==> src/rsc_map.vh <==
// Purpose: constants for the reset start-up and reset-cause block
// Assumes: 100 MHz clock, AXI4-Lite register access, 32-bit data
// Notes: every offset below is a chosen byte address, each one aligned to a word
// Overview of operation
// - start waits for timers and released pin
// - timers count regardless of reset pin
// - resets other than watchdog update cause flags; watchdog and wake update timeout and powerdown
// - power-on sets flags 00 110x, restarts zero
// - brown-out clears brownout flag, restarts zero
// - pin reset clears ext flag, restarts zero
// - pin reset in sleep: timeout set, powerdown cleared
// - watchdog clears timeout; sleep wake continues next
// - interrupt wake continues next, maybe vectors
// - reset instruction clears its flag, restarts zero
// - stack overflow sets bit 7, restarts zero
// - stack underflow sets bit 6, restarts zero
// - power-on always leaves timeout and powerdown set
// - power-up timer 64 ms when enable bit zero
// - pin enabled by its bit or low-voltage programming
`ifndef RSC_MAP_VH
`define RSC_MAP_VH
`define RSC_OFS_CAUSE 8'h00
`define RSC_OFS_BROWNOUT_CONTROL 8'h04
`define RSC_OFS_STATUS 8'h08
`define RSC_OFS_CFG 8'h0c
`define RSC_OFS_IRQ_STAT 8'h10
`define RSC_OFS_IRQ_MASK 8'h14
`define RSC_OFS_PC 8'h18
`define RSC_BIT_STACK_OVERFLOW_FLAG 7
`define RSC_BIT_STACK_UNDERFLOW_FLAG 6
`define RSC_BIT_EXT 3
`define RSC_BIT_RI 2
`define RSC_BIT_POR 1
`define RSC_BIT_BOR 0
`define RSC_BIT_TO 4
`define RSC_BIT_PD 3
`define RSC_CAUSE_MASK 8'hcf
`define RSC_CFG_RESET 8'h12
`define RSC_BROWNOUT_CONTROL_RESET 8'h80
`define RSC_PC_ZERO 16'h0000
`define RSC_PC_VECTOR 16'h0004
`define RSC_POWERUP_TIMER_MS 64
`define RSC_CLK_KHZ 100000
`define RSC_POWERUP_TIMER_CYCLES (`RSC_POWERUP_TIMER_MS * `RSC_CLK_KHZ)
`define RSC_OST_CYCLES 1024
`endif

==> src/rsc_sync.v <==
// Purpose: two-flop synchroniser for one asynchronous level
// Assumes: destination clock is CLOCK_IN
// Notes: first stage read only by the second stage
`timescale 1ns/1ps
module rsc_sync (
  // clock and reset
  input wire clk_in,
  input wire rst_n_in,
  // level in and out
  input wire d_in,
  output reg q_out
);
  reg meta_q; // first stage, metastable risk
  // two flops in series
  always @(posedge clk_in or negedge rst_n_in) begin
    if (!rst_n_in) begin
      meta_q <= 1'b0;
      q_out <= 1'b0;
    end else begin
      meta_q <= d_in;
      q_out <= meta_q;
    end
  end
endmodule // rsc_sync

==> src/rsc_top.v <==
// Purpose: start-up gating and reset-cause recording
// Assumes: event inputs are one-cycle pulses on CLOCK_IN; pins are asynchronous
// Notes: RESET_N_IN models the power-on release; brown-out is an asynchronous pin, synchronised and acted on at its rising edge
`timescale 1ns/1ps
`include "rsc_map.vh"
module rsc_top #(
  parameter [31:0] POWERUP_TIMER_CYCLES = `RSC_POWERUP_TIMER_CYCLES, // long count, shorten in sim
  parameter [31:0] OST_CYCLES = `RSC_OST_CYCLES
) (
  // clock and reset
  input wire CLOCK_IN,
  input wire RESET_N_IN,
  // pins from outside
  input wire EXT_RESET_PIN_N_IN,
  input wire BROWNOUT_IN,
  // events from the core, same clock
  input wire WATCHDOG_EVT_IN,
  input wire RESET_INSTR_EVT_IN,
  input wire STACK_OVF_EVT_IN,
  input wire STACK_UNF_EVT_IN,
  input wire IRQ_WAKE_EVT_IN,
  input wire SLEEP_IN,
  input wire GLOBAL_IRQ_ENABLE_IN,
  input wire [15:0] PC_IN,
  // execution control
  output reg RUN_OUT,
  output reg PC_LOAD_OUT,
  output reg [15:0] PC_VALUE_OUT,
  output reg IRQ_VECTOR_OUT,
  output wire IRQ_OUT,
  // axi4-lite write address and data
  input wire [7:0] S_AXI_AWADDR,
  input wire S_AXI_AWVALID,
  output wire S_AXI_AWREADY,
  input wire [31:0] S_AXI_WDATA,
  input wire [3:0] S_AXI_WSTRB,
  input wire S_AXI_WVALID,
  output wire S_AXI_WREADY,
  output reg [1:0] S_AXI_BRESP,
  output reg S_AXI_BVALID,
  input wire S_AXI_BREADY,
  // axi4-lite read
  input wire [7:0] S_AXI_ARADDR,
  input wire S_AXI_ARVALID,
  output wire S_AXI_ARREADY,
  output reg [31:0] S_AXI_RDATA,
  output reg [1:0] S_AXI_RRESP,
  output reg S_AXI_RVALID,
  input wire S_AXI_RREADY
);
  localparam [2:0] ST_WAIT = 3'b001; // timers running or pin held
  localparam [2:0] ST_RUN = 3'b010; // executing
  localparam [2:0] ST_HOLD = 3'b100; // held in reset by the pin
  wire pin_n_s; // synchronised reset pin
  wire bor_s; // synchronised brown-out
  reg bor_d1_q; // brown-out edge detect
  reg [2:0] st_q;
  reg [31:0] powerup_timer_q; // power-up timer down count
  reg [31:0] ost_q; // oscillator start-up down count
  reg [7:0] cause_q; // reset-cause flags
  reg to_q; // timeout flag, active low
  reg pd_q; // powerdown flag, active low
  reg sbor_q; // software brown-out enable
  reg [7:0] cfg_q; // bit0 timer en_n, 1 pin en, 2 lvp, 3 stack reset en, 4 osc needs ost
  wire [3:0] ist_q; // sticky events: 0 reset,1 wake,2 brown-out,3 stack
  reg [31:0] rd_word; // decoded read value, registered on the read channel
  localparam [7:0] CFG_RST = `RSC_CFG_RESET; // power-on configuration
  localparam [7:0] BROWNOUT_CONTROL_RST = `RSC_BROWNOUT_CONTROL_RESET; // power-on brown-out control
  reg [3:0] imask_q;
  reg [15:0] pc_q; // last restart address
  reg aw_q, w_q; // captured write halves
  reg [7:0] awaddr_q;
  reg [31:0] wdata_q;
  reg [3:0] wstrb_q;
  wire pin_en = cfg_q[1] | cfg_q[2];
  wire pin_low = pin_en & ~pin_n_s;
  wire bor_evt = bor_s & ~bor_d1_q;
  wire stk_evt = cfg_q[3] & (STACK_OVF_EVT_IN | STACK_UNF_EVT_IN);
  wire timers_done = (powerup_timer_q == 32'h0000_0000) && (ost_q == 32'h0000_0000);
  wire wr_go = aw_q & w_q & ~S_AXI_BVALID;
  wire running = (st_q == ST_RUN);
  wire rst_evt = running & (WATCHDOG_EVT_IN & ~SLEEP_IN | RESET_INSTR_EVT_IN | stk_evt);
  wire wake_evt = running & SLEEP_IN & (WATCHDOG_EVT_IN | IRQ_WAKE_EVT_IN);
  wire pin_evt = running & pin_low;
  wire [3:0] ev = {stk_evt & running, bor_evt, wake_evt, rst_evt | pin_evt};
  // write-one-to-clear strobe for the sticky event bits
  wire ist_wr = wr_go & (awaddr_q == `RSC_OFS_IRQ_STAT) & wstrb_q[0];
  wire bor_ready = ~bor_s; // detector active while supply is good
  // synchronisers for the pins
  rsc_sync u_pin (.clk_in(CLOCK_IN), .rst_n_in(RESET_N_IN), .d_in(EXT_RESET_PIN_N_IN),
    .q_out(pin_n_s));
  rsc_sync u_bor (.clk_in(CLOCK_IN), .rst_n_in(RESET_N_IN), .d_in(BROWNOUT_IN),
    .q_out(bor_s));
  assign S_AXI_AWREADY = ~aw_q;
  assign S_AXI_WREADY = ~w_q;
  assign S_AXI_ARREADY = ~S_AXI_RVALID;
  assign IRQ_OUT = |(ist_q & imask_q);

  // sticky event bits, one flop each
  // an event in the cycle of a software clear wins, so no event is lost
  genvar gi;
  generate
    for (gi = 0; gi < 4; gi = gi + 1) begin : g_ist
      reg bit_q; // sticky copy of one event
      always @(posedge CLOCK_IN or negedge RESET_N_IN) begin
        if (!RESET_N_IN)
          bit_q <= (gi == 0) ? 1'b1 : 1'b0; // power-on counts as a reset
        else if (ev[gi])
          bit_q <= 1'b1;
        else if (ist_wr && wdata_q[gi])
          bit_q <= 1'b0;
      end
      assign ist_q[gi] = bit_q;
    end
  endgenerate

  // software configuration, brown-out control and interrupt mask
  // timer configuration only takes effect at the next brown-out restart
  always @(posedge CLOCK_IN or negedge RESET_N_IN) begin
    if (!RESET_N_IN) begin
      cfg_q <= `RSC_CFG_RESET;
      sbor_q <= BROWNOUT_CONTROL_RST[7]; // enabled at power-on
      imask_q <= 4'h0;
    end else if (wr_go && wstrb_q[0]) begin
      case (awaddr_q)
        `RSC_OFS_CFG: cfg_q <= wdata_q[7:0];
        `RSC_OFS_BROWNOUT_CONTROL: sbor_q <= wdata_q[7];
        `RSC_OFS_IRQ_MASK: imask_q <= wdata_q[3:0];
        default: imask_q <= imask_q; // other offsets live elsewhere
      endcase
    end
  end

  // read decode; unmapped offsets read as zero
  always @* begin
    rd_word = 32'h0000_0000;
    case (S_AXI_ARADDR)
      `RSC_OFS_CAUSE: rd_word = {24'h00_0000, cause_q & `RSC_CAUSE_MASK};
      `RSC_OFS_BROWNOUT_CONTROL: rd_word = {24'h00_0000, sbor_q, 6'h00, bor_ready};
      `RSC_OFS_STATUS: rd_word = {27'h000_0000, to_q, pd_q, 3'h0};
      `RSC_OFS_CFG: rd_word = {24'h00_0000, cfg_q};
      `RSC_OFS_IRQ_STAT: rd_word = {28'h000_0000, ist_q};
      `RSC_OFS_IRQ_MASK: rd_word = {28'h000_0000, imask_q};
      `RSC_OFS_PC: rd_word = {16'h0000, pc_q};
      default: rd_word = 32'h0000_0000;
    endcase
  end

  // start-up sequencer, timers and flags
  always @(posedge CLOCK_IN or negedge RESET_N_IN) begin
    if (!RESET_N_IN) begin
      st_q <= ST_WAIT;
      powerup_timer_q <= CFG_RST[0] ? 32'h0000_0000 : POWERUP_TIMER_CYCLES;
      ost_q <= CFG_RST[4] ? OST_CYCLES : 32'h0000_0000;
      bor_d1_q <= 1'b0;
      cause_q <= 8'h0c;
      to_q <= 1'b1;
      pd_q <= 1'b1;
      RUN_OUT <= 1'b0;
      PC_LOAD_OUT <= 1'b0;
      PC_VALUE_OUT <= `RSC_PC_ZERO;
      IRQ_VECTOR_OUT <= 1'b0;
      pc_q <= `RSC_PC_ZERO;
    end else begin
      bor_d1_q <= bor_s;
      PC_LOAD_OUT <= 1'b0;
      IRQ_VECTOR_OUT <= 1'b0;
      // software writes; a hardware update below wins in the same cycle
      if (wr_go && awaddr_q == `RSC_OFS_CAUSE && wstrb_q[0])
        cause_q <= wdata_q[7:0] & `RSC_CAUSE_MASK;
      if (bor_evt) begin
        cause_q[`RSC_BIT_BOR] <= 1'b0;
        cause_q[`RSC_BIT_STACK_OVERFLOW_FLAG] <= 1'b0;
        cause_q[`RSC_BIT_STACK_UNDERFLOW_FLAG] <= 1'b0;
        cause_q[`RSC_BIT_EXT] <= 1'b1;
        cause_q[`RSC_BIT_RI] <= 1'b1;
        to_q <= 1'b1;
        pd_q <= 1'b1;
        st_q <= ST_WAIT;
        RUN_OUT <= 1'b0;
        powerup_timer_q <= cfg_q[0] ? 32'h0000_0000 : POWERUP_TIMER_CYCLES;
        ost_q <= cfg_q[4] ? OST_CYCLES : 32'h0000_0000;
        pc_q <= `RSC_PC_ZERO;
      end else begin
        case (st_q)
          ST_WAIT: begin
            // timers were loaded by reset or by the brown-out branch
            if (powerup_timer_q != 32'h0000_0000) powerup_timer_q <= powerup_timer_q - 32'h0000_0001;
            if (ost_q != 32'h0000_0000) ost_q <= ost_q - 32'h0000_0001;
            if (timers_done && !pin_low) begin
              st_q <= ST_RUN;
              RUN_OUT <= 1'b1;
              PC_LOAD_OUT <= 1'b1;
              PC_VALUE_OUT <= `RSC_PC_ZERO;
            end
          end
          ST_RUN: begin
            if (pin_low) begin
              cause_q[`RSC_BIT_EXT] <= 1'b0;
              if (SLEEP_IN) begin
                to_q <= 1'b1;
                pd_q <= 1'b0;
              end
              st_q <= ST_HOLD;
              RUN_OUT <= 1'b0;
            end else if (stk_evt) begin
              if (STACK_OVF_EVT_IN) cause_q[`RSC_BIT_STACK_OVERFLOW_FLAG] <= 1'b1;
              if (STACK_UNF_EVT_IN) cause_q[`RSC_BIT_STACK_UNDERFLOW_FLAG] <= 1'b1;
              PC_LOAD_OUT <= 1'b1;
              PC_VALUE_OUT <= `RSC_PC_ZERO;
            end else if (RESET_INSTR_EVT_IN) begin
              cause_q[`RSC_BIT_RI] <= 1'b0;
              PC_LOAD_OUT <= 1'b1;
              PC_VALUE_OUT <= `RSC_PC_ZERO;
            end else if (WATCHDOG_EVT_IN) begin
              to_q <= 1'b0;
              PC_LOAD_OUT <= 1'b1;
              if (SLEEP_IN) begin
                pd_q <= 1'b0;
                PC_VALUE_OUT <= PC_IN + 16'h0001;
              end else
                PC_VALUE_OUT <= `RSC_PC_ZERO;
            end else if (IRQ_WAKE_EVT_IN && SLEEP_IN) begin
              to_q <= 1'b1;
              pd_q <= 1'b0;
              PC_LOAD_OUT <= 1'b1;
              PC_VALUE_OUT <= PC_IN + 16'h0001;
              IRQ_VECTOR_OUT <= GLOBAL_IRQ_ENABLE_IN;
            end
          end
          ST_HOLD: begin
            if (!pin_low) begin
              st_q <= ST_RUN;
              RUN_OUT <= 1'b1;
              PC_LOAD_OUT <= 1'b1;
              PC_VALUE_OUT <= `RSC_PC_ZERO;
            end
          end
          default: st_q <= ST_WAIT;
        endcase
      end
      if (PC_LOAD_OUT) pc_q <= PC_VALUE_OUT;
    end
  end

  // write channel: address and data are taken in either order
  // the response is raised once both halves are in; a new address may
  // be taken while the response waits, but is not acted on until it goes
  always @(posedge CLOCK_IN or negedge RESET_N_IN) begin
    if (!RESET_N_IN) begin
      aw_q <= 1'b0;
      w_q <= 1'b0;
      awaddr_q <= 8'h00;
      wdata_q <= 32'h0000_0000;
      wstrb_q <= 4'h0;
      S_AXI_BVALID <= 1'b0;
      S_AXI_BRESP <= 2'b00;
    end else begin
      if (S_AXI_AWVALID && !aw_q) begin // address taken
        aw_q <= 1'b1;
        awaddr_q <= S_AXI_AWADDR;
      end
      if (S_AXI_WVALID && !w_q) begin // data taken
        w_q <= 1'b1;
        wdata_q <= S_AXI_WDATA;
        wstrb_q <= S_AXI_WSTRB;
      end
      if (wr_go) begin // both halves in, answer
        aw_q <= 1'b0;
        w_q <= 1'b0;
        S_AXI_BVALID <= 1'b1;
        S_AXI_BRESP <= 2'b00; // every write is accepted
      end else if (S_AXI_BREADY) begin // response taken
        S_AXI_BVALID <= 1'b0;
      end
    end
  end

  // read channel: one read in flight, data registered with valid
  // address ready drops while data wait, which keeps one read at a time
  always @(posedge CLOCK_IN or negedge RESET_N_IN) begin
    if (!RESET_N_IN) begin
      S_AXI_RVALID <= 1'b0;
      S_AXI_RDATA <= 32'h0000_0000;
      S_AXI_RRESP <= 2'b00;
    end else if (S_AXI_ARVALID && !S_AXI_RVALID) begin // address taken
      S_AXI_RVALID <= 1'b1;
      S_AXI_RRESP <= 2'b00;
      S_AXI_RDATA <= rd_word;
    end else if (S_AXI_RREADY) begin // data taken
      S_AXI_RVALID <= 1'b0;
    end
  end
endmodule // rsc_top


==> config.mk <==
export PLATFORM = sky130hd
export DESIGN_NAME = rsc_top
export DESIGN_NICKNAME = d
export VERILOG_FILES = /design/src/rsc_sync.v /design/src/rsc_top.v
export VERILOG_INCLUDE_DIRS = /design/src /design/src/src
export SDC_FILE = /design/constraint.sdc
export NUM_CORES = 1
export LEC_CHECK = 0
export CAP_MARGIN = 10
export CORE_ASPECT_RATIO = 0.75
export CORE_MARGIN = 2
export CORE_UTILIZATION = 30
export CTS_BUF_LIST = sky130_fd_sc_hd__clkbuf_16
export DETAILED_ROUTE_END_ITERATION = 10
export DONT_BUFFER_PORTS = 1
export GPL_TIMING_DRIVEN = 1
export PLACE_DENSITY = 0.43
export SLEW_MARGIN = 10
export SYNTH_ARGS = -nofsm -noshare
export SYNTH_HDL_FRONTEND = slang
export SYNTH_SLANG_ARGS = --single-unit
==> constraint.sdc <==
create_clock -name CLOCK_IN -period 3.4 [get_ports CLOCK_IN]
set_clock_uncertainty 0.15 [all_clocks]
set_input_delay 0.17 -clock CLOCK_IN [delete_from_list [all_inputs] [get_ports CLOCK_IN]]
set_output_delay 0.17 -clock CLOCK_IN [all_outputs]
set_load 0.03 [all_outputs]
After elaboration in Yosys (flattened, before gate mapping). Index checks and enable logic that the tools add are counted.

Flip-flop bits (word level): 185. Input port bits: 84. Output and inout port bits: 61.

$add $sub $neg: 3. Equality and inequality tests: 23. Multiplexer cells: 92. Bitwise gates (word level): 29. Reduce and logical (&&, ||, !) cells: 51.

Operators with widths (number): $mux 32 (6); $mux 16 (10); $pmux 16 s7 (1); $logic_not 32->1 (2); $reduce_bool 32->1 (2); $sub 32x1->32 const B (2); $mux 1 (58); $pmux 16 s3 (1); $eq 8x5->1 const B (5); $reduce_bool 2->1 (14); $eq 8x4->1 const B (3); $mux 23 (1); $add 16x1->16 const B (1); $eq 8x3->1 const B (2); $logic_not 8->1 (2); $and 1x1->1 (13); $logic_and 1x1->1 (13); $mux 2 (6); $mux 3 (4); $ne 3x3->1 const B (4); $mux 11 (1); $reduce_and 2->1 (5); $not 1->1 (9); $pmux 3 s3 (1); other kinds (19) (32).

Longest topological paths before layout.
Depth after elaboration: 10. Depth in mapped cells: 8. Gate-level depth less buffers: 7.

By module. From an unflattened synthesis, not the netlist that was laid out.

Cells, all modules: 893. Area, all modules: 8690.8 µm².

By module, submodules not included: rsc_top (instances 1, cells each 889, area each 8590.7 µm², seq. area each 4149.0 µm²); rsc_sync (instances 2, cells each 2, area each 50.0 µm², seq. area each 50.0 µm²).

Worst setup path after synthesis. OpenSTA, ideal clock, no wires.

Path kind: flip-flop to flip-flop. Start point: register powerup_timer_q[0]. End point: register PC_VALUE_OUT[10]. Arrival time: 2305 ps. Setup slack: 821 ps. Stages on the path, launching flop included: 9. Buffers on the path: 1. Cells stage by stage: dfrtp_1 -> inv_1 -> ha_1 -> nor4b_1 -> nand2_1 -> nor4_1 -> a31oi_1 -> buf_6 -> mux2_2.

Longest elaborated chain between the ends: 5.

Ends and longest elaborated chain: start, declared (line rsc_top.v:58) `reg [31:0] powerup_timer_q;`; start signal, assigned (line rsc_top.v:153) `powerup_timer_q <= CFG_RST[0] ? 32'h0000_0000 : POWERUP_TIMER_CYCLES;`; start signal, assigned (line rsc_top.v:181) `powerup_timer_q <= cfg_q[0] ? 32'h0000_0000 : POWERUP_TIMER_CYCLES;`; start signal, assigned (line rsc_top.v:188) `if (powerup_timer_q != 32'h0000_0000) powerup_timer_q <= powerup_timer_q - 32'h0000_0001;`; $logic_not 32->1 (line rsc_top.v:79) `wire timers_done = (powerup_timer_q == 32'h0000_0000) && (ost_q == 32'h0000_0000);`; $logic_and 1x1->1 (line rsc_top.v:79); $logic_and 1x1->1 (line rsc_top.v:190) `if (timers_done && !pin_low) begin`; $ne 2x2->1 (no source line); $reduce_and 6->1 (no source line); end signal, assigned (line rsc_top.v:194) `` PC_VALUE_OUT <= `RSC_PC_ZERO; ``; end signal, assigned (line rsc_top.v:210) `` PC_VALUE_OUT <= `RSC_PC_ZERO; ``; end signal, assigned (line rsc_top.v:214) `` PC_VALUE_OUT <= `RSC_PC_ZERO; ``; end, declared (line rsc_top.v:28) `output reg [15:0] PC_VALUE_OUT,`.

No other way between the ends. A chain may end at the register's enable or synchronous reset.

Worst setup path after layout.
Start point: register st_q[0]. End point: register ost_q[17].

Longest elaborated chain between the ends: 3.

Ends and longest elaborated chain: start, declared (line rsc_top.v:57) `reg [2:0] st_q;`; start signal, assigned (line rsc_top.v:152) `st_q <= ST_WAIT;`; start signal, assigned (line rsc_top.v:179) `st_q <= ST_WAIT;`; start signal, assigned (line rsc_top.v:191) `st_q <= ST_RUN;`; $eq 3x1->1 (line rsc_top.v:185) `case (st_q)`; $reduce_bool 2->1 (no source line); $reduce_and 2->1 (no source line); end signal, assigned (line rsc_top.v:154) `ost_q <= CFG_RST[4] ? OST_CYCLES : 32'h0000_0000;`; end signal, assigned (line rsc_top.v:182) `ost_q <= cfg_q[4] ? OST_CYCLES : 32'h0000_0000;`; end signal, assigned (line rsc_top.v:189) `if (ost_q != 32'h0000_0000) ost_q <= ost_q - 32'h0000_0001;`; end, declared (line rsc_top.v:59) `reg [31:0] ost_q;`.

No other way between the ends.

==> run summary <==
Antenna-violating nets left -> 0
Vert. Die Dim -> 152.0 um
Gr usage total -> 15.92%
Htree depth -> 4
Synth top area share -> 43.71%
Postcts setup bufs -> 0
Clk_lat worst skew -> 430 ps
Status -> finished, violations left
CTS Sinks -> 169
Power density cells -> 678.7 nW/um^2
Fin nets -> 1032
GRT overflow -> 0
Num rows -> 54
Total power -> 7.020 mW
Via count -> 6934
DRC viols -> 0
Synth Warn # -> 0
Reg clk slew, reported paths -> 70 ps
F_max -> 362.6 MHz
Worst setup EP type -> register
Fin. Hold Viols -> 169
Synth Area per Inst -> 9.755 um^2
Initial DRC Count -> 391
Final wirelength -> 23970 um
VDD IR max -> 0.3524 mV
Finished Cell Area -> 10340 um^2
LEAKAGE -> 4.299 nW
Max-cap viol count -> 0
CP required -> 3600 ps
Flop pwr share -> 39.7%
Register bit count reported by yosys -> 169
Slew headroom -> 38.66%
Synth cell count leaders -> dfrtp_1 (153), nand2_1 (89), o21ai_0 (64), nor2_1 (61), a21oi_1 (49)
Global placer's final weighted congestion -> 0.7705
Antenna Cells -> 0
CTS Buffer Depth -> 2
Crit path kind -> reg -> reg
Combinational power share -> 29.3%
Cells after Synth -> 898
TritonCTS Buffers -> 17
Area delta synth->final -> 18.08%
CTS tree -> done
Cts repair resizes -> 0
Internal power -> 4.560 mW
Setup_tns -> 0 ps
DP Area -> 9163 um^2
First-pass GRT wire length -> 38620 um
Share of layout cells above drive strength 1 -> 13.88%
Core area -> 28920 um^2
Ys flop type -> dfrtp_1
Register area share after synthesis -> 48.51%
Largest net degree at the start of global routing -> 170
Switch share -> 35.05%
Final Hold Slack -> -706.9 ps
Fillers -> 3022
DR pass1 iterations -> 5
Arrival @ worst endpoint -> 2960 ps
Clock share of power -> 31.0%
Most common cell in the netlist -> dfrtp_1
Psw -> 2.461 mW
Final period util -> 81.12%
DP Wirelength -> 15970 um
Crit-path cells -> or3b_1 > buf_4 > or2_2 > a31o_2 > nor4_1 > mux2i_1
# port buffers -> 0
Die width -> 201.3 um
Die area -> 30600 um^2
Final min period -> 2758 ps
Fin. max-slew vios -> 0
Critical Path Start Type -> register
Post-CTS Hold Buffers -> 53
Post-synthesis async set-or-reset flop share -> 100.0%
Crit-path max cell delay -> 620 ps
Number of synthesized flops with an enable pin -> 0
Clock Tree Root -> clkbuf_16
Synth area leader -> dfrtp_1
Synth top area cells -> dfrtp_1 (44%), mux2_2 (5.3%), dfstp_2 (4.8%), nand2_1 (3.8%), o21ai_0 (3.7%)
Final setup viols -> 0
Max FO, Critical Path -> 26
Pre-CTS setup slack -> 658.3 ps
Slowest cell on crit path -> dfstp_2
Hold crit path type -> in -> async
Routed vias/inst -> 5.136
Initial antenna violation count -> 0
Measured slew at the worst slew-check pin -> 920.1 ps
Initial Utilization -> 30.29%
Non-filler cells, final -> 1350
I/O pins -> 145
Synth Cell Area -> 8760 um^2
Wire length per cell -> 17.76 um
Vias in the first global route -> 6706
Post-synthesis cell type count -> 71
Failing checks -> negative hold slack
Placed instance count -> 1265
Setup slack after layout -> 642.0 ps
Unrepaired setup endpoints after global routing -> no
## layer usage
| metal | vias to the layer above | track usage [%] | wire length [um] |
|---|---|---|---|
| met5 | - | 0 | 0 |
| met4 | 0 | 4.412 | 208 |
| met3 | 16 | 3.475 | 1161 |
| met2 | 123 | 22.67 | 10160 |
| met1 | 3432 | 24.09 | 12450 |
| li1 | 3363 | - | - |
## area by class of cell
class	instances	area, um^2	area share, %
Sequential cell	169	4249	41.08
Multi-Input combinational cell	661	4167	40.28
Timing Repair Buffer	75	708.2	6.846
Tap cell	392	490.5	4.742
Clock buffer	17	425.4	4.113
Clock inverter	15	225.2	2.177
Inverter	21	78.83	0.7621
## registers in the layout, indices dropped and copies added (netlist names), 3 cells and up
name	flops
PC_VALUE_OUT	16
S_AXI_RDATA	16
powerup_timer_q	32
imask_q	4
cfg_q	8
ost_q	32
g_ist.bit_q	4
cause_q	6
st_q	3
awaddr_q	8
wdata_q	8
pc_q	16
## critical path, delay by kind of cell, from the launching register on
| kind | cells | cell delay, ps |
|---|---|---|
| AOI/OAI and AO/OA | 1 | 310 |
| DFF | 1 | 620 |
| and+or+nand+nor | 3 | 1120 |
| muxes | 1 | 230 |
| buffers and inverters | 1 | 240 |
## stage by stage
stage | utilization, % | hold WS [ps]
2_1_floorplan | - | -275.6
3_3_place_gp | 31.68 | -257.3
3_5_place_dp | 31.68 | -255.7
4_1_cts | 35.77 | -729.4
5_1_grt | 35.77 | -737.0
6_report | 35.77 | -706.9
## placed cells by master, fill, tap and decap left out, types with 6 or more instances in the layout
master	count
nand3_1	20
mux2i_1	20
a21oi_1	49
conb_1	20
dfrtp_1	153
nand2b_1	16
mux2_2	41
clkbuf_16	17
nand4_1	18
xnor2_1	10
nor2_1	61
dfstp_2	16
xor2_1	10
nor3_1	20
inv_1	21
and4_1	7
nand2_1	89
dlygate4sd3_1	53
a31oi_1	12
o31ai_1	19
nor4_1	24
or2_2	7
or4_1	21
buf_4	21
o21ai_0	64
or3_1	28
a22o_1	13
o21a_1	6
## kinds of logic (layout without fill, tap and decap cells)
family | Yosys count | count (layout) | synth area share (%)
flip-flops | 169 | 169 | 48.51
other | 1 | 20 | 0.04281
buffers and inverters | 87 | 128 | 4.928
AO/OA/AOI/OAI | 206 | 206 | 14.76
adder cells (fa/ha/maj) | 3 | 3 | 0.4286
multiplexers | 61 | 61 | 7.556
AND/OR/NAND/NOR | 351 | 351 | 21.78
XOR/XNOR | 20 | 20 | 2.000
## power by group through the flow
stage / combinational [mW] / sequential [mW] / clock, mW
3_5_place_dp: 2.00 / 2.82 / 0
4_1_cts: 2.07 / 2.78 / 2.23
3_3_place_gp: 1.98 / 2.82 / 0
5_1_grt: 2.34 / 2.85 / 2.32
6_report: 2.05 / 2.79 / 2.18
2_1_floorplan: 1.52 / 2.70 / 0
## path summary, 6_finish.rpt
check                                       start                              to  slack (ps)  cells after the start
max                           st_q[0]$_DFFE_PN1P_           ost_q[17]$_DFFE_PN0P_         640                      6
min                                    RESET_N_IN  powerup_timer_q[3]$_DFFE_PN0P_        -710                      0
max reg2reg                   st_q[0]$_DFFE_PN1P_           ost_q[17]$_DFFE_PN0P_         640                      6
min reg2reg                u_pin.meta_q$_DFF_PN0_           u_pin.q_out$_DFF_PN0_         200                      0
max in group asynchronous              RESET_N_IN            cfg_q[4]$_DFFE_PN1P_        3490                      0
min in group CLOCK_IN                   PC_IN[11]    PC_VALUE_OUT[12]$_DFFE_PN0P_          20                      4
No activity file was read; power rests on OpenSTA's default activity.
